[src/logic/wdit_pkg.sv]
// constants and helpers shared by the watchdog interval timer
`default_nettype none

package wdit_pkg;

    // ------------------------------------------------------------
    // register map: word indices, byte address is four times index
    // ------------------------------------------------------------
    localparam logic [2:0] IDX_CTRL    = 3'h0;  // read control, keyed write port
    localparam logic [2:0] IDX_CNT     = 3'h1;  // read counter
    localparam logic [2:0] IDX_INIT_WR = 3'h2;  // keyed write of init control
    localparam logic [2:0] IDX_INIT_RD = 3'h3;  // read init control

    // ------------------------------------------------------------
    // write keys and access shape
    // ------------------------------------------------------------
    localparam logic [7:0] KEY_CNT   = 8'h5a;
    localparam logic [7:0] KEY_CTRL  = 8'ha5;
    localparam logic [7:0] CLR_DATA  = 8'h00;
    localparam logic [3:0] WORD_BE   = 4'h3;   // 16-bit word in lanes 0 and 1

    // ------------------------------------------------------------
    // field positions and reset values
    // ------------------------------------------------------------
    localparam int         CTRL_WRAP_BIT  = 7;
    localparam int         CTRL_MODE_BIT  = 6;
    localparam int         CTRL_EN_BIT    = 5;
    localparam int         INIT_CAUSE_BIT = 7;
    localparam int         INIT_OE_BIT    = 6;
    localparam logic [1:0] CTRL_RSVD      = 2'h3;   // bits 4:3 read as one
    localparam logic [5:0] INIT_RSVD      = 6'h3f;  // bits 5:0 read as one
    localparam logic [7:0] CNT_RST        = 8'h00;
    localparam logic [7:0] CNT_TOP        = 8'hff;
    localparam logic [2:0] CKS_RST        = 3'h0;

    // ------------------------------------------------------------
    // reset pulse lengths: one state is one system clock
    // ------------------------------------------------------------
    localparam int         STATE_NS          = 10;
    localparam int         CLK_NS            = 10;
    localparam int         INT_RESET_STATES  = 518;
    localparam int         EXT_RESET_STATES  = 132;
    localparam logic [9:0] INT_RESET_CYCLES  = 10'(INT_RESET_STATES * STATE_NS / CLK_NS);
    localparam logic [9:0] EXT_RESET_CYCLES  = 10'(EXT_RESET_STATES * STATE_NS / CLK_NS);

    // ------------------------------------------------------------
    // bus handshake states
    // ------------------------------------------------------------
    typedef enum logic [0:0] {
        BUS_IDLE = 1'b0,
        BUS_ACK  = 1'b1
    } wdit_bus_e;

    // low-bit mask of the prescaler for each clock division
    function automatic logic [11:0] wdit_div_mask(input logic [2:0] sel);
        logic [11:0] m;
        m = 12'h001;
        case (sel)
            3'h0: m = 12'h001;  // /2
            3'h1: m = 12'h01f;  // /32
            3'h2: m = 12'h03f;  // /64
            3'h3: m = 12'h07f;  // /128
            3'h4: m = 12'h0ff;  // /256
            3'h5: m = 12'h1ff;  // /512
            3'h6: m = 12'h7ff;  // /2048
            default: m = 12'hfff;  // /4096
        endcase
        return m;
    endfunction : wdit_div_mask

endpackage : wdit_pkg

`default_nettype wire

[src/logic/wdit_prescaler.sv]
// prescaler giving one-cycle count ticks at the selected division
`timescale 1ns/1ps
`default_nettype none

module wdit_prescaler (
    input  wire logic       ref_clk,
    input  wire logic       rst_n,
    input  wire logic       run,
    input  wire logic [2:0] sel,
    output var  logic       tick_q
);

    logic [11:0] pre_q;
    logic [11:0] pre_d;
    logic        tick_d;

    // ------------------------------------------------------------
    // divider
    // ------------------------------------------------------------
    // held at zero while halted so the first tick after enable is a full period
    always_comb begin
        pre_d  = run ? pre_q + 12'h001 : 12'h000;
        tick_d = run && ((pre_q & wdit_pkg::wdit_div_mask(sel))
                         == wdit_pkg::wdit_div_mask(sel));
    end

    always_ff @(posedge ref_clk or negedge rst_n) begin
        if (!rst_n) begin
            pre_q  <= 12'h000;
            tick_q <= 1'b0;
        end else begin
            pre_q  <= pre_d;
            tick_q <= tick_d;
        end
    end
endmodule : wdit_prescaler

`default_nettype wire

[src/logic/wdit_top.sv]
// watchdog and interval timer with avalon-mm register slave
`timescale 1ns/1ps
`default_nettype none

module wdit_top (
    input  wire logic        ref_clk,
    input  wire logic        rst_n,
    input  wire logic [2:0]  avs_address,
    input  wire logic        avs_read,
    input  wire logic        avs_write,
    input  wire logic [31:0] avs_writedata,
    input  wire logic [3:0]  avs_byteenable,
    output var  logic [31:0] avs_readdata,
    output var  logic        avs_waitrequest,
    output var  logic        chip_reset,
    output var  logic        system_init_output_n,
    output var  logic        interval_irq
);

    wdit_pkg::wdit_bus_e bus_q, bus_d;
    logic        wait_q,  wait_d;
    logic [31:0] rdata_q, rdata_d;
    logic        mode_q,  mode_d;
    logic        en_q,    en_d;
    logic        wrap_q,  wrap_d;
    logic [2:0]  cks_q,   cks_d;
    logic [7:0]  cnt_q,   cnt_d;
    logic        cause_q, cause_d;
    logic        oe_q,    oe_d;
    logic        wrap_rd_q, wrap_rd_d;
    logic        cause_rd_q, cause_rd_d;
    logic [9:0]  int_cnt_q, int_cnt_d;
    logic [9:0]  ext_cnt_q, ext_cnt_d;
    logic        rst_out_q, rst_out_d;
    logic        init_n_q,  init_n_d;
    logic        irq_q,     irq_d;
    logic        tick;
    logic        accept, rd, wr, word_ok;
    logic [7:0]  key, dat;
    logic        cnt_wr, ctrl_wr, oe_wr, cause_clr_wr;
    logic        ovf, dog_ovf;

    // ------------------------------------------------------------
    // prescaler
    // ------------------------------------------------------------
    wdit_prescaler u_pre (
        .ref_clk (ref_clk),
        .rst_n   (rst_n),
        .run     (en_q),
        .sel     (cks_q),
        .tick_q  (tick)
    );

    // ------------------------------------------------------------
    // bus decode
    // ------------------------------------------------------------
    // only a whole 16-bit word in the low lanes can carry a key
    assign accept       = (avs_read || avs_write) && wait_q;
    assign rd           = avs_read && accept;
    assign wr           = avs_write && accept;
    assign word_ok      = (avs_byteenable == wdit_pkg::WORD_BE);
    assign key          = avs_writedata[15:8];
    assign dat          = avs_writedata[7:0];
    assign cnt_wr       = wr && word_ok && !rst_out_q && (avs_address == wdit_pkg::IDX_CTRL)
                          && (key == wdit_pkg::KEY_CNT);
    assign ctrl_wr      = wr && word_ok && !rst_out_q && (avs_address == wdit_pkg::IDX_CTRL)
                          && (key == wdit_pkg::KEY_CTRL);
    assign oe_wr        = wr && word_ok && (avs_address == wdit_pkg::IDX_INIT_WR)
                          && (key == wdit_pkg::KEY_CNT);
    assign cause_clr_wr = wr && word_ok && (avs_address == wdit_pkg::IDX_INIT_WR)
                          && (key == wdit_pkg::KEY_CTRL) && (dat == wdit_pkg::CLR_DATA);
    // a counter write in the same cycle as a tick suppresses that overflow
    assign ovf          = tick && en_q && (cnt_q == wdit_pkg::CNT_TOP) && !cnt_wr;
    assign dog_ovf      = ovf && mode_q;

    // ------------------------------------------------------------
    // bus handshake: one wait cycle, then the answer
    // ------------------------------------------------------------
    always_comb begin
        bus_d   = bus_q;
        rdata_d = rdata_q;
        case (bus_q)
            wdit_pkg::BUS_IDLE: if (avs_read || avs_write) begin
                bus_d = wdit_pkg::BUS_ACK;
            end
            default: bus_d = wdit_pkg::BUS_IDLE;
        endcase
        wait_d = (bus_d == wdit_pkg::BUS_IDLE);
        // unmapped indices read as zero
        if (rd) begin
            if (avs_address == wdit_pkg::IDX_CTRL) begin
                rdata_d = {24'h000000, wrap_q, mode_q, en_q, wdit_pkg::CTRL_RSVD, cks_q};
            end else if (avs_address == wdit_pkg::IDX_CNT) begin
                rdata_d = {24'h000000, cnt_q};
            end else if (avs_address == wdit_pkg::IDX_INIT_RD) begin
                rdata_d = {24'h000000, cause_q, oe_q, wdit_pkg::INIT_RSVD};
            end else begin
                rdata_d = 32'h00000000;
            end
        end
    end

    always_ff @(posedge ref_clk or negedge rst_n) begin
        if (!rst_n) begin
            bus_q   <= wdit_pkg::BUS_IDLE;
            wait_q  <= 1'b1;
            rdata_q <= 32'h00000000;
        end else begin
            bus_q   <= bus_d;
            wait_q  <= wait_d;
            rdata_q <= rdata_d;
        end
    end

    // ------------------------------------------------------------
    // control, counter and wrap flag
    // ------------------------------------------------------------
    always_comb begin
        mode_d    = mode_q;
        en_d      = en_q;
        cks_d     = cks_q;
        wrap_d    = wrap_q;
        cnt_d     = cnt_q;
        wrap_rd_d = wrap_rd_q;
        if (rd && avs_address == wdit_pkg::IDX_CTRL && wrap_q) begin
            wrap_rd_d = 1'b1;
        end
        if (ctrl_wr) begin
            mode_d = dat[wdit_pkg::CTRL_MODE_BIT];
            en_d   = dat[wdit_pkg::CTRL_EN_BIT];
            cks_d  = dat[2:0];
            // flag clears only by zero after it was read as one
            if (!dat[wdit_pkg::CTRL_WRAP_BIT] && wrap_rd_q) begin
                wrap_d = 1'b0;
            end
        end
        if (cnt_wr) begin
            cnt_d = dat;
        end else if (tick && en_q) begin
            cnt_d = cnt_q + 8'h01;
        end
        if (!en_d) begin
            cnt_d = wdit_pkg::CNT_RST;
        end
        if (ovf) begin
            wrap_d = 1'b1;  // set beats clear
        end
        // internal chip reset re-initialises everything but init control
        if (rst_out_q) begin
            mode_d = 1'b0;
            en_d   = 1'b0;
            cks_d  = wdit_pkg::CKS_RST;
            wrap_d = 1'b0;
            cnt_d  = wdit_pkg::CNT_RST;
        end
        if (!wrap_d) begin
            wrap_rd_d = 1'b0;
        end
    end

    always_ff @(posedge ref_clk or negedge rst_n) begin
        if (!rst_n) begin
            mode_q    <= 1'b0;
            en_q      <= 1'b0;
            cks_q     <= wdit_pkg::CKS_RST;
            wrap_q    <= 1'b0;
            cnt_q     <= wdit_pkg::CNT_RST;
            wrap_rd_q <= 1'b0;
        end else begin
            mode_q    <= mode_d;
            en_q      <= en_d;
            cks_q     <= cks_d;
            wrap_q    <= wrap_d;
            cnt_q     <= cnt_d;
            wrap_rd_q <= wrap_rd_d;
        end
    end

    // ------------------------------------------------------------
    // init control, reset pulses, interrupt
    // ------------------------------------------------------------
    // the pin reset is the async rst_n, so it overrides any pulse in flight
    always_comb begin
        cause_d    = cause_q;
        oe_d       = oe_q;
        cause_rd_d = cause_rd_q;
        if (rd && avs_address == wdit_pkg::IDX_INIT_RD && cause_q) begin
            cause_rd_d = 1'b1;
        end
        if (oe_wr) begin
            oe_d = dat[wdit_pkg::INIT_OE_BIT];
        end
        if (cause_clr_wr && cause_rd_q) begin
            cause_d = 1'b0;
        end
        if (dog_ovf) begin
            cause_d = 1'b1;
        end
        if (!cause_d) begin
            cause_rd_d = 1'b0;
        end
        int_cnt_d = (int_cnt_q != 10'h000) ? int_cnt_q - 10'h001 : 10'h000;
        ext_cnt_d = (ext_cnt_q != 10'h000) ? ext_cnt_q - 10'h001 : 10'h000;
        if (dog_ovf) begin
            int_cnt_d = wdit_pkg::INT_RESET_CYCLES;
            if (oe_q) begin
                ext_cnt_d = wdit_pkg::EXT_RESET_CYCLES;
            end
        end
        rst_out_d = (int_cnt_d != 10'h000);
        init_n_d  = (ext_cnt_d == 10'h000);
        irq_d     = wrap_d && !mode_d && en_d;
    end

    always_ff @(posedge ref_clk or negedge rst_n) begin
        if (!rst_n) begin
            cause_q    <= 1'b0;
            oe_q       <= 1'b0;
            cause_rd_q <= 1'b0;
            int_cnt_q  <= 10'h000;
            ext_cnt_q  <= 10'h000;
            rst_out_q  <= 1'b0;
            init_n_q   <= 1'b1;
            irq_q      <= 1'b0;
        end else begin
            cause_q    <= cause_d;
            oe_q       <= oe_d;
            cause_rd_q <= cause_rd_d;
            int_cnt_q  <= int_cnt_d;
            ext_cnt_q  <= ext_cnt_d;
            rst_out_q  <= rst_out_d;
            init_n_q   <= init_n_d;
            irq_q      <= irq_d;
        end
    end

    assign avs_readdata         = rdata_q;
    assign avs_waitrequest      = wait_q;
    assign chip_reset           = rst_out_q;
    assign system_init_output_n = init_n_q;
    assign interval_irq         = irq_q;

    // ------------------------------------------------------------
    // checks and their helper counters
    // ------------------------------------------------------------
    logic [9:0] int_len_q;
    logic [9:0] ext_len_q;

    always_ff @(posedge ref_clk or negedge rst_n) begin
        if (!rst_n) begin
            int_len_q <= 10'h000;
            ext_len_q <= 10'h000;
        end else begin
            int_len_q <= rst_out_q ? int_len_q + 10'h001 : 10'h000;
            ext_len_q <= !init_n_q ? ext_len_q + 10'h001 : 10'h000;
        end
    end
endmodule : wdit_top

`default_nettype wire

[config.mk]
export PLATFORM = sky130hd
export DESIGN_NAME = wdit_top
export DESIGN_NICKNAME = d
export VERILOG_FILES = /design/src/logic/wdit_pkg.sv /design/src/logic/wdit_prescaler.sv /design/src/logic/wdit_top.sv
export SDC_FILE = /design/constraint.sdc
export NUM_CORES = 1
export LEC_CHECK = 0
export CAP_MARGIN = 20
export CORE_ASPECT_RATIO = 0.75
export CORE_MARGIN = 2
export CORE_UTILIZATION = 47
export DETAILED_ROUTE_END_ITERATION = 6
export DONT_BUFFER_PORTS = 1
export HOLD_SLACK_MARGIN = 0.03
export PLACE_DENSITY = 0.61
export SLEW_MARGIN = 20
export SYNTH_ARGS = -nofsm -noshare
export SYNTH_HDL_FRONTEND = slang
export SYNTH_SLANG_ARGS = --single-unit
[constraint.sdc]
create_clock -name ref_clk -period 3.1 [get_ports ref_clk]
set_input_delay 0.62 -clock ref_clk [delete_from_list [all_inputs] [get_ports ref_clk]]
set_output_delay 0.62 -clock ref_clk [all_outputs]
set_load 0.01 [all_outputs]
**Word level (Yosys, flattened, before mapping)**

Index checks and enable logic that the tools add are counted.

- Shifts and indexed selects: 0
- Divide/modulo/power cells: 0
- Bitwise operators: 2
- Reductions and logical operators: 38
- $lt $le $gt $ge: 0
- Multiply operators: 0
- Eq/ne operators: 17
- $add $sub $neg: 4
- Muxes and demuxes: 32

Operators with widths:

| cell | number |
|---|---|
| $pmux W12 S7 | 1 |
| $mux W8 | 7 |
| $mux W10 | 5 |
| $reduce_bool A10 Y1 | 3 |
| $logic_and A1 B1 Y1 | 25 |
| $sub A10 B1 Y10 const B | 2 |
| $eq A8 B8 Y1 const B | 2 |
| $mux W1 | 16 |
| $add A12 B1 Y12 const B | 1 |
| $and A12 B12 Y12 | 1 |
| $eq A12 B12 Y1 | 1 |
| $eq A3 B2 Y1 const B | 4 |
| $mux W12 | 1 |
| $logic_not A10 Y1 | 1 |
| $eq A3 B3 Y1 const B | 3 |
| $add A8 B1 Y8 const B | 1 |
| $eq A8 B7 Y1 const B | 1 |
| $logic_not A8 Y1 | 1 |
| $eq A3 B1 Y1 const B | 2 |
| $logic_not A3 Y1 | 2 |
| $mux W3 | 2 |
| $eq A4 B2 Y1 const B | 1 |
| $logic_not A1 Y1 | 4 |
| $ne A2 B1 Y1 const B | 2 |
| 4 further kinds | 4 |

- Input port bits: 43
- Bits in latches: 0
- Logic and storage cells: 112
- Bits in writable memories: 0
- Register bits after elaboration: 88
- Memories: 0
- Memory bits (read-only): 0

**Depth between registers and ports, before layout**

Gate-level depths: netlist of run 1.

- Depth after elaboration: 13
- Depth in mapped cells: 7
- Depth with buffers taken out: 7

**Modules after synthesis**

From an unflattened synthesis of run 1, not the netlist that was laid out.

- Cell total of the unflattened synthesis: 370
- Area, all modules: 3583.4 um^2

Modules (own cells, without submodules):

| module | seq. area each (um^2) | instances | area an instance (um^2) | cells an instance |
|---|---|---|---|---|
| wdit_top | 1278.7 | 1 | 2889.0 | 304 |
| wdit_prescaler | 325.3 | 1 | 694.4 | 66 |

**Worst setup path after synthesis of run 1**

OpenSTA, ideal clock, no wires.

- Path kind: in2reg
- Start point: input avs_byteenable[1]
- End point: register irq_q, in the netlist interval_irq
- Data arrival time: 1.740 ns
- Setup slack: 1.222 ns
- Data required time: 2.962 ns
- Setup time: 0.138 ns
- Cell stages on the path: 5
- Path buffers: 0
- Cells stage by stage: and4_1 -> nand4_4 -> nor2_8 -> mux2i_4 -> nor3b_2

- Cells in the longest elaborated chain, start to end: 11
- Elaborated cells on any way between the ends: 18

RTL lines:

| item | RTL line | text |
|---|---|---|
| from (decl) | wdit_top.sv:12 | `input wire logic [3:0] avs_byteenable,` |
| $eq A4 B2 Y1 (*) | wdit_top.sv:61 | `assign word_ok = (avs_byteenable == wdit_pkg::WORD_BE);` |
| $logic_and A1 B1 Y1 (*) (3 in a row) | wdit_top.sv:64, wdit_top.sv:66 |  |
| $logic_and A1 B1 Y1 | wdit_top.sv:65 | `&& (key == wdit_pkg::KEY_CNT);` |
| $logic_not A1 Y1 | wdit_top.sv:73 | `assign ovf = tick && en_q && (cnt_q == wdit_pkg::CNT_TOP) && !cnt_wr;` |
| $logic_and A1 B1 Y1 | wdit_top.sv:73 |  |
| $mux W1 | wdit_top.sv:145 | `if (ovf) begin` |
| $mux W1 | wdit_top.sv:149 | `if (rst_out_q) begin` |
| $logic_and A1 B1 Y1 | wdit_top.sv:212 | `irq_d = wrap_d && !mode_d && en_d;` |
| $logic_and A1 B1 Y1 (*) | wdit_top.sv:212 |  |
| named net irq_d | wdit_top.sv:36 | `logic irq_q, irq_d;` |
| to (signal assigned) | wdit_top.sv:233 | `irq_q <= irq_d;` |
| to (decl) | wdit_top.sv:36 |  |

The timed path passes the listed nets; every way through them passes the cells marked *.
A chain may end at the register's enable or synchronous reset.

**Worst setup path in the final report of run 1**

- Start point: register wait_q, in the netlist avs_waitrequest
- End point: register irq_q, in the netlist interval_irq

- Cells in the longest elaborated chain, start to end: 12
- Elaborated cells on any way between the ends: 19

RTL lines:

| item | RTL line | text |
|---|---|---|
| from (decl) | wdit_top.sv:21 | `logic wait_q, wait_d;` |
| from (signal assigned) | wdit_top.sv:110 | `wait_q <= wait_d;` |
| $logic_and A1 B1 Y1 (*) | wdit_top.sv:58 | `assign accept = (avs_read \|\| avs_write) && wait_q;` |
| $logic_and A1 B1 Y1 (*) | wdit_top.sv:60 | `assign wr = avs_write && accept;` |
| $logic_and A1 B1 Y1 (*) (3 in a row) | wdit_top.sv:64, wdit_top.sv:66 |  |
| $logic_and A1 B1 Y1 | wdit_top.sv:65 |  |
| $logic_not A1 Y1 | wdit_top.sv:73 |  |
| $logic_and A1 B1 Y1 | wdit_top.sv:73 |  |
| $mux W1 | wdit_top.sv:145 |  |
| $mux W1 | wdit_top.sv:149 |  |
| $logic_and A1 B1 Y1 | wdit_top.sv:212 |  |
| $logic_and A1 B1 Y1 (*) | wdit_top.sv:212 |  |
| named net irq_d | wdit_top.sv:36 |  |

Marked as above.

==> out/metrics.yaml, run 1 <==
synthesis:
  synthFlopType: "dfrtp_1"
  netlist.area_leader.share: 0.436
  synth_cells: 370
  syn_area_um2: 3560
  synth_top_area_cell: "dfrtp_1"
  synth_edf_count: 0
  avgSynthCellArea_um2: 9.62
  ys_seq_area_frac: 0.451
  synth_cell_types: 53
  yosys-top-cells-area: "dfrtp_1 (44%), buf_4 (5.5%), nand2_1 (4.4%)"
  ys_ff_latch: 64
  synth_warnings: 0
  synthArstFlopShare: 1.00
final_layout:
  diodes: 0
  multi_input_area_um2: 1790
  final_nets: 423
  fillCellCount: 678
  regArea_um2: 1600
  area_growth_pct: 7.38
  layout-drive-gt1-share: 0.113
global_route:
  grt_pass1_vias: 2402
  grt_max_degree: 63
  grt_pass1_wl_um: 12000
  grt.total_usage: 0.189
  overflow: 0
  antenna_found_initial: 0
clocking:
  clk_pin_slew_ns: 0.08
  clock_path_buffers: 2
  hold_buffers: 1
  postCtsSetupBuffers: 0
  cts_resized: 0
  htreeDepth: 3
  insertion_delay_ns: 0.34
  cts_tree: "built"
  numClockSinks: 64
  cts_buffers: 9
  clock-root-buffer: "clkbuf_8"
sta:
  min_period_ns: 2.22
  slew_violations: 0
  setup_ws_ns: 0.885
  fin_crit_sh: 0.715
  setup_violations: 0
  fin_tns_setup_ns: 0
  rsz0062_at_grt: "no"
  slew_headroom: 0.622
  worst_pin_slew_ns: 0.562
  fmax_ghz: 0.451
  final.setup_skew_ns: 0.0109
  hold_violations: 0
setup_path:
  crit_arrival_ns: 2.42
  start_kind: "register"
  critPathSlowestCell: "dfstp_2"
  worst-path-stages: 5
  reg2reg_depth: 5
  crit_family: "simple AND/OR/NAND/NOR gates"
  path_buf_inv: 0
  cp.required_ns: 3.30
  crit_fanout: 14
  worst_setup_path_end_kind: "register"
  crit_chain: "and4_1 > nand4_4 > nor2_8 > mux2i_4 > nor3b_2"
  path_class: "reg2reg"
  cpPeakStageDelay_ns: 0.60
die:
  initial_core_util: 0.485
  die_w_um: 104
  die_area_um2: 8290
  num_rows: 27
  io_pins: 79
  dieHeight_um: 79.4
  core_area_um2: 7330
power:
  power_density_nw_per_um2: 454
  p_leak_nw: 1.64
  vdd_drop_max_mv: 0.238
  p_total_mw: 1.73
routing:
  wl_um: 7180
  ant_nets: 0
  drc: 0
  drtIter0Drc: 118
  drt_first_pass_iters: 6
  vias: 2540
  viasPerCell: 5.27
  wl_per_cell_um: 14.9
flow_run:
  cap_viol_max_count: 0
worst_hold_path:
  hp-class: "in2async"
placement:
  pre_cts_ws_ns: 0.869
  dp_hpwl_um: 5110
  io_buffers: 0
  gp_congestion: 0.812
outcome:
  outcome: "finished clean"
## worst paths after layout
| kind | startpoint | end | slack, ns |
|---|---|---|---|
| setup / recovery | avs_waitrequest$_DFF_PN1_ | interval_irq$_DFF_PN0_ | 0.88 |
| hold / removal | rst_n | system_init_output_n$_DFF_PN1_ | 0.11 |
| setup reg to reg | avs_waitrequest$_DFF_PN1_ | interval_irq$_DFF_PN0_ | 0.88 |
| hold reg to reg | bus_q$_DFF_PN0_ | avs_waitrequest$_DFF_PN1_ | 0.45 |
| max in group asynchronous | rst_n | ext_cnt_q[5]$_DFF_PN0_ | 2.70 |
| min in group ref_clk | avs_writedata[0] | cks_q[0]$_DFFE_PN0P_ | 0.39 |
## layer usage
metal  share of wire  routed length (um)  vias to the layer above  track usage
met5               0                   0                        -            0
met1            0.49                3530                     1222        0.253
met2            0.44                3180                       62        0.288
met3           0.052                 370                        8       0.0673
met4           0.014                  97                        0       0.0554
li1                -                   -                     1248            -
## flip-flops by register name (all words and copies together), names as in the netlist, 3 cells and up
register	flops
avs_readdata	8
cks_q	3
cnt_q	8
ext_cnt_q	10
int_cnt_q	10
u_pre.pre_q	12
## cell type report
type | instances | share of cell area
multi-input cells | 288 | 0.468
well taps | 101 | 0.0331
clock inverters | 6 | 0.0242
inverters | 12 | 0.0118
clock buffers | 10 | 0.0360
repair buffers | 1 | 0.00720
flip-flops and latches | 64 | 0.420
## power breakdown
part           internal [mW]  switching [mW]
sequential             0.848          0.0133
clock                  0.477           0.337
combinational         0.0172          0.0430
## cell usage in the layout (no fill, tap or decap), types with 10 or more instances in the layout
cell,n
and2_1,10
nor2_1,39
dfrtp_1,62
nor3_1,14
inv_1,12
nand3_1,11
nand2_1,42
o21ai_0,17
clkbuf_8,10
conb_1,24
a21oi_1,12
xnor2_1,17
## metrics by stage
stage,hold WS (ns),utilization,instance area [um2],std cells
2_1_floorplan,0.324,-,3640,393
3_3_place_gp,0.326,0.486,3560,465
3_5_place_dp,0.326,0.486,3560,465
4_1_cts,0.0927,0.521,3820,482
5_1_grt,0.0743,0.521,3820,482
6_report,0.111,0.521,3820,482
## synthesized netlist by cell type (10+ instances only)
cell type / instances
a21oi_1: 12
nand2_1: 42
xnor2_1: 17
nor2_1: 39
and2_1: 10
buf_4: 26
nand3_1: 11
inv_1: 12
nor3_1: 14
o21ai_0: 17
dfrtp_1: 62
## worst reg2reg max path: stages, from the launching register on
cell and delay [ns]:
dfstp_2 0.60, and4_1 0.28, nand4_4 0.30, nor2_8 0.27, mux2i_4 0.51, nor3b_2 0.12
## cell families after synthesis
family,synth area share
xor+xnor,0.0615
flops,0.451
buf+inv,0.0710
mux,0.0267
simple gates,0.277
compound gates,0.0978
other cells,0.00105
fa+ha+maj,0.0141
Power figures use the tool's default switching activity.
==> run 2, diff against run 1 <==
--- a/config.mk
+++ b/config.mk
@@ -12,7 +12,7 @@
 export DETAILED_ROUTE_END_ITERATION = 6
 export DONT_BUFFER_PORTS = 1
 export HOLD_SLACK_MARGIN = 0.03
-export PLACE_DENSITY = 0.61
+export PLACE_DENSITY = 0.63
 export SLEW_MARGIN = 20
 export SYNTH_ARGS = -nofsm -noshare
 export SYNTH_HDL_FRONTEND = slang
==> constraint.sdc (replaced) <==
create_clock -name ref_clk -period 2 [get_ports ref_clk]
set_input_delay 0.4 -clock ref_clk [delete_from_list [all_inputs] [get_ports ref_clk]]
set_output_delay 0.4 -clock ref_clk [all_outputs]
set_load 0.01 [all_outputs]
==> run 2 against run 1 <==
  * Die area is the same
  * Critical endpoint unchanged
  * First-iteration DRC count shrank 3.4%
  * Total power grew 54%
==> out/metrics.yaml, run 2 (same netlist as run 1, synthesis figures left out) <==
clocking:
  cts_tree: "built"  # unchanged
  clock-root-buffer: "clkbuf_8"  # unchanged
  htreeDepth: 3  # unchanged
  numClockSinks: 64  # unchanged
  cts_buffers: 9  # unchanged
  insertion_delay_ns: 0.35  # was 0.34 ns
  postCtsSetupBuffers: 0  # unchanged
  clk_pin_slew_ns: 0.07  # was 0.08 ns
  clock_path_buffers: 2  # unchanged
sta:
  final.setup_skew_ns: 0.0106  # was 0.0109 ns
  setup_violations: 0  # unchanged
  fmax_ghz: 0.527  # was 0.451 GHz
  min_period_ns: 1.90  # was 2.22 ns
  slew_violations: 0  # unchanged
  hold_violations: 0  # unchanged
  fin_crit_sh: 0.948  # was 0.715
final_layout:
  mostFrequentLayoutCell: "dfrtp_1"  # unchanged
  largestRegisters: "u_pre.pre_q x12, ext_cnt_q x10, int_cnt_q x10"  # unchanged
  regMostFlops: "u_pre.pre_q"  # unchanged
  area_growth_pct: 10.9  # was 7.38%
  most-common-layout-cells: "dfrtp_1 (62), nand2_1 (42), nor2_1 (39)"  # unchanged
  final_nets: 436  # was 423
  largest_reg_flops: 12  # unchanged
  final_area_um2: 3950  # was 3820 um2
  layout-drive-gt1-share: 0.140  # was 0.113
  diodes: 0  # unchanged
  layoutNonFillerInstCount: 495  # was 482
power:
  vdd_drop_max_mv: 0.288  # was 0.238 mV
  power.internal_mw: 2.08  # was 1.34 mW
  power_density_nw_per_um2: 676  # was 454 nW/um2
  p_leak_nw: 1.74  # was 1.64 nW
  pwr-share-seq: 0.499  # was 0.496
  p_comb_frac: 0.040  # was 0.035
  swShare: 0.220  # was 0.227
  power.switching_mw: 0.586  # was 0.393 mW
  clkPwrFrac: 0.461  # was 0.469
die:
  die_w_um: 104  # unchanged
  dieHeight_um: 79.4  # unchanged
  die_area_um2: 8290  # unchanged
  initial_core_util: 0.485  # unchanged
  io_pins: 79  # unchanged
  core_area_um2: 7330  # unchanged
  num_rows: 27  # unchanged
routing:
  ant_nets: 0  # unchanged
  drtIter0Drc: 114  # was 118
  wl_per_cell_um: 14.5  # was 14.9 um
  drc: 0  # unchanged
  viasPerCell: 5.27  # about the same
  drt_first_pass_iters: 5  # was 6
  vias: 2607  # was 2,540
  wl_um: 7190  # was 7180 um
placement:
  dp_hpwl_um: 5210  # was 5110 um
  gp_congestion: 0.821  # was 0.812
  dp_cells: 477  # was 465
  place_area_um2: 3670  # was 3560 um2
  io_buffers: 0  # unchanged
global_route:
  antenna_found_initial: 0  # unchanged
  overflow: 0  # unchanged
  grt_pass1_vias: 2503  # was 2,402
  grt_max_degree: 65  # was 63
  grt.total_usage: 0.188  # was 0.189
  grt_pass1_wl_um: 12100  # was 12,000 um
setup_path:
  endpoint: "interval_irq$_DFF_PN0_"  # unchanged
  crit_arrival_ns: 2.12  # was 2.42 ns
  crit_path_start: "avs_waitrequest$_DFF_PN1_"  # unchanged
  crit_fanout: 6  # was 14
  reg2reg_depth: 5  # unchanged
  rr_endpoint: "interval_irq$_DFF_PN0_"  # unchanged
  r2r_setup_slack_ns: 0.10  # was 0.88 ns
  cp.required_ns: 2.22  # was 3.30 ns
  reg2reg_from: "avs_waitrequest$_DFF_PN1_"  # unchanged
  start_kind: "register"  # unchanged
  path_class: "reg2reg"  # unchanged
  worst_setup_path_end_kind: "register"  # unchanged
worst_hold_path:
  hp-class: "in2reg"  # was in2async
  hold_depth: 2
flow_run:
  cap_viol_max_count: 0  # unchanged
outcome:
  outcome: "finished clean"  # unchanged
-- run 2: changes by cell type in the layout (fill, tap and decap cells not counted), sizes merged --
cell	before	now
dlygate4sd3	0	1
buf	1	13
clkbuf	10	11
clkinv	2	1
-- run 2: through the flow --
step | setup TNS (ns) | hold WS [ns] | setup slack, ns | power, mW | util
6_report | 0 | 0.179 | 0.104 | 2.67 | 0.538
5_1_grt | -0.000637 | 0.162 | -0.000637 | 2.79 | 0.538
4_1_cts | 0 | 0.162 | 0.127 | 2.71 | 0.535
3_5_place_dp | 0 | 0.106 | 0.151 | 1.43 | 0.500
3_3_place_gp | 0 | 0.106 | 0.149 | 1.43 | 0.500
2_1_floorplan | 0 | 0.104 | 0.173 | 1.45 | -
-- run 2: what timing repair did --
item / in CTS / in global routing
hold buffers: 2 / 0
endpoints found under the hold margin: 64 / 0
gates resized for setup: 0 / 3
endpoints found under the setup margin: 0 / 2
-- run 2: final cells by class --
cell class                 instances  area (um2)
inverter                          12        45.0
multi-input combinational        288        1810
clock buffer                      11         141
fill                             671        3380
clock inverter                     5        80.1
timing repair buffer              14         140
tap                              101         126
sequential                        64        1600
-- run 2: power groups by stage --
stage	registers [mW]	clock network [mW]	logic (mW)
after floorplan	1.36	0	0.0952
after global placement	1.36	0	0.0715
after detailed placement	1.36	0	0.0733
after CTS	1.33	1.27	0.108
after global routing	1.33	1.34	0.120
final	1.33	1.23	0.106
-- run 2: worst max-delay path: stages, from the launching register on --
cell and delay (ns):
dfstp_2 0.53, and4_1 0.27, nand4_4 0.21, o41ai_1 0.47
a21oi_2 0.13, nor3b_2 0.17
-- run 2: worst min-delay path by stage --
stage | end | start
floorplan | avs_readdata[0]$_DFFE_PN0P_ | rst_n
global placement | avs_readdata[1]$_DFFE_PN0P_ | rst_n
detailed placement | cnt_q[4]$_DFFE_PN0P_ | rst_n
CTS | cks_q[1]$_DFFE_PN0P_ | avs_writedata[1]
global route | avs_readdata[3]$_DFFE_PN0P_ | avs_read
finish | cks_q[1]$_DFFE_PN0P_ | avs_writedata[1]
-- run 2: routing by layer --
layer	GRT usage	wire length, um	vias to the layer above
met4	0.0527	73	0
li1	-	-	1274
met2	0.289	3190	68
met5	0	0	-
met3	0.0722	422	6
met1	0.249	3500	1259
==> run 3, diff against run 2 <==
--- a/config.mk
+++ b/config.mk
@@ -5,6 +5,7 @@
 export SDC_FILE = /design/constraint.sdc
 export NUM_CORES = 1
 export LEC_CHECK = 0
+export ABC_AREA = 1
 export CAP_MARGIN = 20
 export CORE_ASPECT_RATIO = 0.75
 export CORE_MARGIN = 2
==> constraint.sdc (replaced) <==
create_clock -name ref_clk -period 2 [get_ports ref_clk]
set_input_delay 0.3 -clock ref_clk [delete_from_list [all_inputs] [get_ports ref_clk]]
set_output_delay 0.3 -clock ref_clk [all_outputs]
set_load 0.01 [all_outputs]
==> run 3 against run 2 <==
  * Routed wire length rose by 17%
  * Sequential share of layout area fell by 1.8 points
  * Worst hold slack got worse by 0.10 ns
  * Largest power group unchanged
  * Via count rose by 21%
  * Critical path type unchanged
  * Critical path depth rose by 5
  * Core utilization fell by 0.95 points
==> out/metrics.yaml, run 3 <==
final_layout:
  mostFrequentLayoutCell: "nand2_1"  # was dfrtp_1
  regMostFlops: "u_pre.pre_q"  # unchanged
  layoutNonFillerInstCount: 613  # was 495
  largestRegisters: "u_pre.pre_q x12, ext_cnt_q x10, int_cnt_q x10"  # unchanged
  largest_reg_flops: 12  # unchanged
  final_nets: 550  # was 436
  diodes: 0  # unchanged
  final_area_um2: 4130  # was 3950 um2
  fillCellCount: 757  # was 671
  most-common-layout-cells: "nand2_1 (88), dfrtp_1 (62), inv_1 (59)"  # was dfrtp_1 (62), nand2_1 (42), nor2_1 (39)
  layout-drive-gt1-share: 0.130  # was 0.140
  area_growth_pct: 9.99  # was 10.9%
setup_path:
  crit_family: "simple AND/OR/NAND/NOR gates"  # unchanged
  crit_chain: "ha_1 > nand3_2 > nor2_4 > nand2_2 > nor2_4 > nand4_4 > buf_4 > o21ai_1 > nand3_1 > nor2_2"  # was and4_1 > nand4_4 > o41ai_1 > a21oi_2 > nor3b_2
  cp.required_ns: 2.28  # was 2.22 ns
  rr_endpoint: "system_init_output_n$_DFF_PN1_"  # was interval_irq$_DFF_PN0_
  r2r_setup_slack_ns: 0.16  # was 0.10 ns
  start_kind: "register"  # unchanged
  crit_arrival_ns: 2.12  # about the same
  cp_common_cell: "nor2_4"
  path_buf_inv: 1  # was 0
  path_class: "reg2reg"  # unchanged
  cpPeakStageDelay_ns: 0.36  # was 0.53 ns
  crit_fanout: 8  # was 6
  reg2reg_depth: 10  # was 5
  worst_setup_path_end_kind: "register"  # unchanged
  critPathSlowestCell: "dfrtp_1"  # was dfstp_2
  reg2reg_from: "cnt_q[1]$_DFFE_PN0P_"  # was avs_waitrequest$_DFF_PN1_
placement:
  place_area_um2: 3870  # was 3670 um2
  gp_congestion: 0.891  # was 0.821
  io_buffers: 0  # unchanged
  dp_hpwl_um: 6220  # was 5210 um
  dp_cells: 595  # was 477
power:
  p_leak_nw: 2.00  # was 1.74 nW
  vdd_drop_max_mv: 0.508  # was 0.288 mV
  power_density_nw_per_um2: 639  # was 676 nW/um2
sta:
  slew_violations: 0  # unchanged
  worst_pin_slew_ns: 0.626
  slew_headroom: 0.579
  final.setup_skew_ns: 0.00969  # was 0.0106 ns
  fmax_ghz: 0.543  # was 0.527 GHz
  min_period_ns: 1.84  # was 1.90 ns
  fin_tns_setup_ns: 0  # unchanged
  fin_crit_sh: 0.920  # was 0.948
  setup_violations: 0  # unchanged
  hold_violations: 0  # unchanged
clocking:
  cts_tree: "built"  # unchanged
  insertion_delay_ns: 0.35  # about the same
  numClockSinks: 64  # unchanged
  clock-root-buffer: "clkbuf_8"  # unchanged
  cts_buffers: 9  # unchanged
  clock_path_buffers: 2  # unchanged
  clk_pin_slew_ns: 0.08  # was 0.07 ns
  postCtsSetupBuffers: 0  # unchanged
  htreeDepth: 3  # unchanged
worst_hold_path:
  hold_depth: 2  # unchanged
  hp-class: "in2reg"  # unchanged
  hold_start: "avs_write"  # was avs_writedata[1]
  min_to: "bus_q$_DFF_PN0_"  # was cks_q[1]$_DFFE_PN0P_
synthesis:
  synth_cell_types: 48  # was 53
  ys_ff_latch: 64  # unchanged
  synth_edf_count: 0  # unchanged
  netlist.area_leader.share: 0.413  # was 0.436
  yosys-top-cells-area: "dfrtp_1 (41%), nand2_1 (9.0%), inv_1 (5.9%)"  # was dfrtp_1 (44%), buf_4 (5.5%), nand2_1 (4.4%)
  synthArstFlopShare: 1.00  # unchanged
  synth_common_cells: "nand2_1 (90), dfrtp_1 (62), inv_1 (59), nor2_1 (58), nand3_1 (42)"  # was dfrtp_1 (62), nand2_1 (42), nor2_1 (39), buf_4 (26)
  yosys.cell_count.top_type: "nand2_1"  # was dfrtp_1
  synthFlopType: "dfrtp_1"  # unchanged
  avgSynthCellArea_um2: 7.81  # was 9.62 um2
  synth_warnings: 0  # unchanged
  synth_top_area_cell: "dfrtp_1"  # unchanged
  ys_seq_area_frac: 0.427  # was 0.451
  syn_area_um2: 3760  # was 3560 um2
  synth_cells: 481  # was 370
die:
  io_pins: 79  # unchanged
  die_area_um2: 8730  # was 8290 um2
  dieHeight_um: 81.4  # was 79.4 um
  die_w_um: 107  # was 104 um
  core_area_um2: 7810  # was 7330 um2
  initial_core_util: 0.481  # was 0.485
  num_rows: 28  # was 27
global_route:
  grt_max_degree: 65  # unchanged
  grt_pass1_vias: 3009  # was 2,503
  grt_pass1_wl_um: 14400  # was 12,100 um
  antenna_found_initial: 0  # unchanged
  overflow: 0  # unchanged
  grt.total_usage: 0.215  # was 0.188
routing:
  wl_um: 8430  # was 7190 um
  drtIter0Drc: 218  # was 114
  ant_nets: 0  # unchanged
  viasPerCell: 5.13  # was 5.27
  wl_per_cell_um: 13.8  # was 14.5 um
  vias: 3147  # was 2,607
  drt_first_pass_iters: 4  # was 5
  drc: 0  # unchanged
outcome:
  outcome: "finished clean"  # unchanged
flow_run:
  cap_viol_max_count: 0  # unchanged
## run 3: changes by cell type after synthesis, moves of 9 or more
cell     delta
o21ai_0    +13
nor2_1     +19
nand2_1    +48
xnor2_1    -14
and2_1      -9
nand3_1    +31
inv_1      +47
## run 3: timing repair
action	4_1_cts	5_1_grt
setup endpoints to repair	0	2
hold endpoints to repair	64	0
hold buffers	2	0
gates resized for setup	0	7
## run 3: cells by family after synthesis
group / after synthesis / share of synthesized area
AO/OA/AOI/OAI: 73 / 0.113
XOR/XNOR: 15 / 0.0350
adder cells (fa/ha/maj): 4 / 0.0133
buffers and inverters: 93 / 0.121
flip-flops: 64 / 0.427
other: 1 / 0.000998
AND/OR/NAND/NOR: 231 / 0.289
## run 3: metal layers
layer,routed length [um],vias up,global-route usage
met1,4120,1491,0.293
li1,-,1565,-
met3,525,9,0.0619
met2,3710,82,0.334
met4,76,0,0.0675
met5,0,-,0
## run 3: power breakdown
group          leakage, nW  internal [mW]  switching [mW]
Clock                0.101          0.639           0.530
Sequential           0.820           1.32          0.0286
Combinational         1.08         0.0322          0.0896
Total                 2.00           1.99           0.648
## run 3: how the worst max path moves through the flow
stage	start	endpoint	slack, ns	cells past startpoint
after detailed placement	cnt_q[1]$_DFFE_PN0P_	system_init_output_n$_DFF_PN1_	0.18	10
final	cnt_q[1]$_DFFE_PN0P_	system_init_output_n$_DFF_PN1_	0.16	10
after global placement	cnt_q[1]$_DFFE_PN0P_	system_init_output_n$_DFF_PN1_	0.21	10
after global routing	ext_cnt_q[1]$_DFF_PN0_	system_init_output_n$_DFF_PN1_	-0.007	10
after floorplan	int_cnt_q[0]$_DFF_PN0_	chip_reset$_DFF_PN0_	0.35	11
after CTS	cnt_q[0]$_DFFE_PN0P_	system_init_output_n$_DFF_PN1_	0.15	10
## run 3: stage by stage
step	power (mW)	hold slack, ns	worst slack (ns)	utilization
3_5_place_dp	1.46	0.00534	0.183	0.495
2_1_floorplan	1.48	0.00441	0.352	-
3_3_place_gp	1.46	0.00554	0.206	0.495
4_1_cts	2.67	0.0660	0.155	0.526
6_report	2.64	0.0759	0.160	0.529
5_1_grt	2.74	0.0811	-0.00677	0.529
## run 3: final cells by class
cell class / instances / area [um2] / area share
clock buffers: 11 / 151 / 0.0366
repair buffers: 16 / 143 / 0.0345
inverters: 65 / 244 / 0.0591
clock inverters: 5 / 55.1 / 0.0133
flip-flops and latches: 64 / 1600 / 0.388
well taps: 105 / 131 / 0.0318
multi-input cells: 347 / 1800 / 0.436
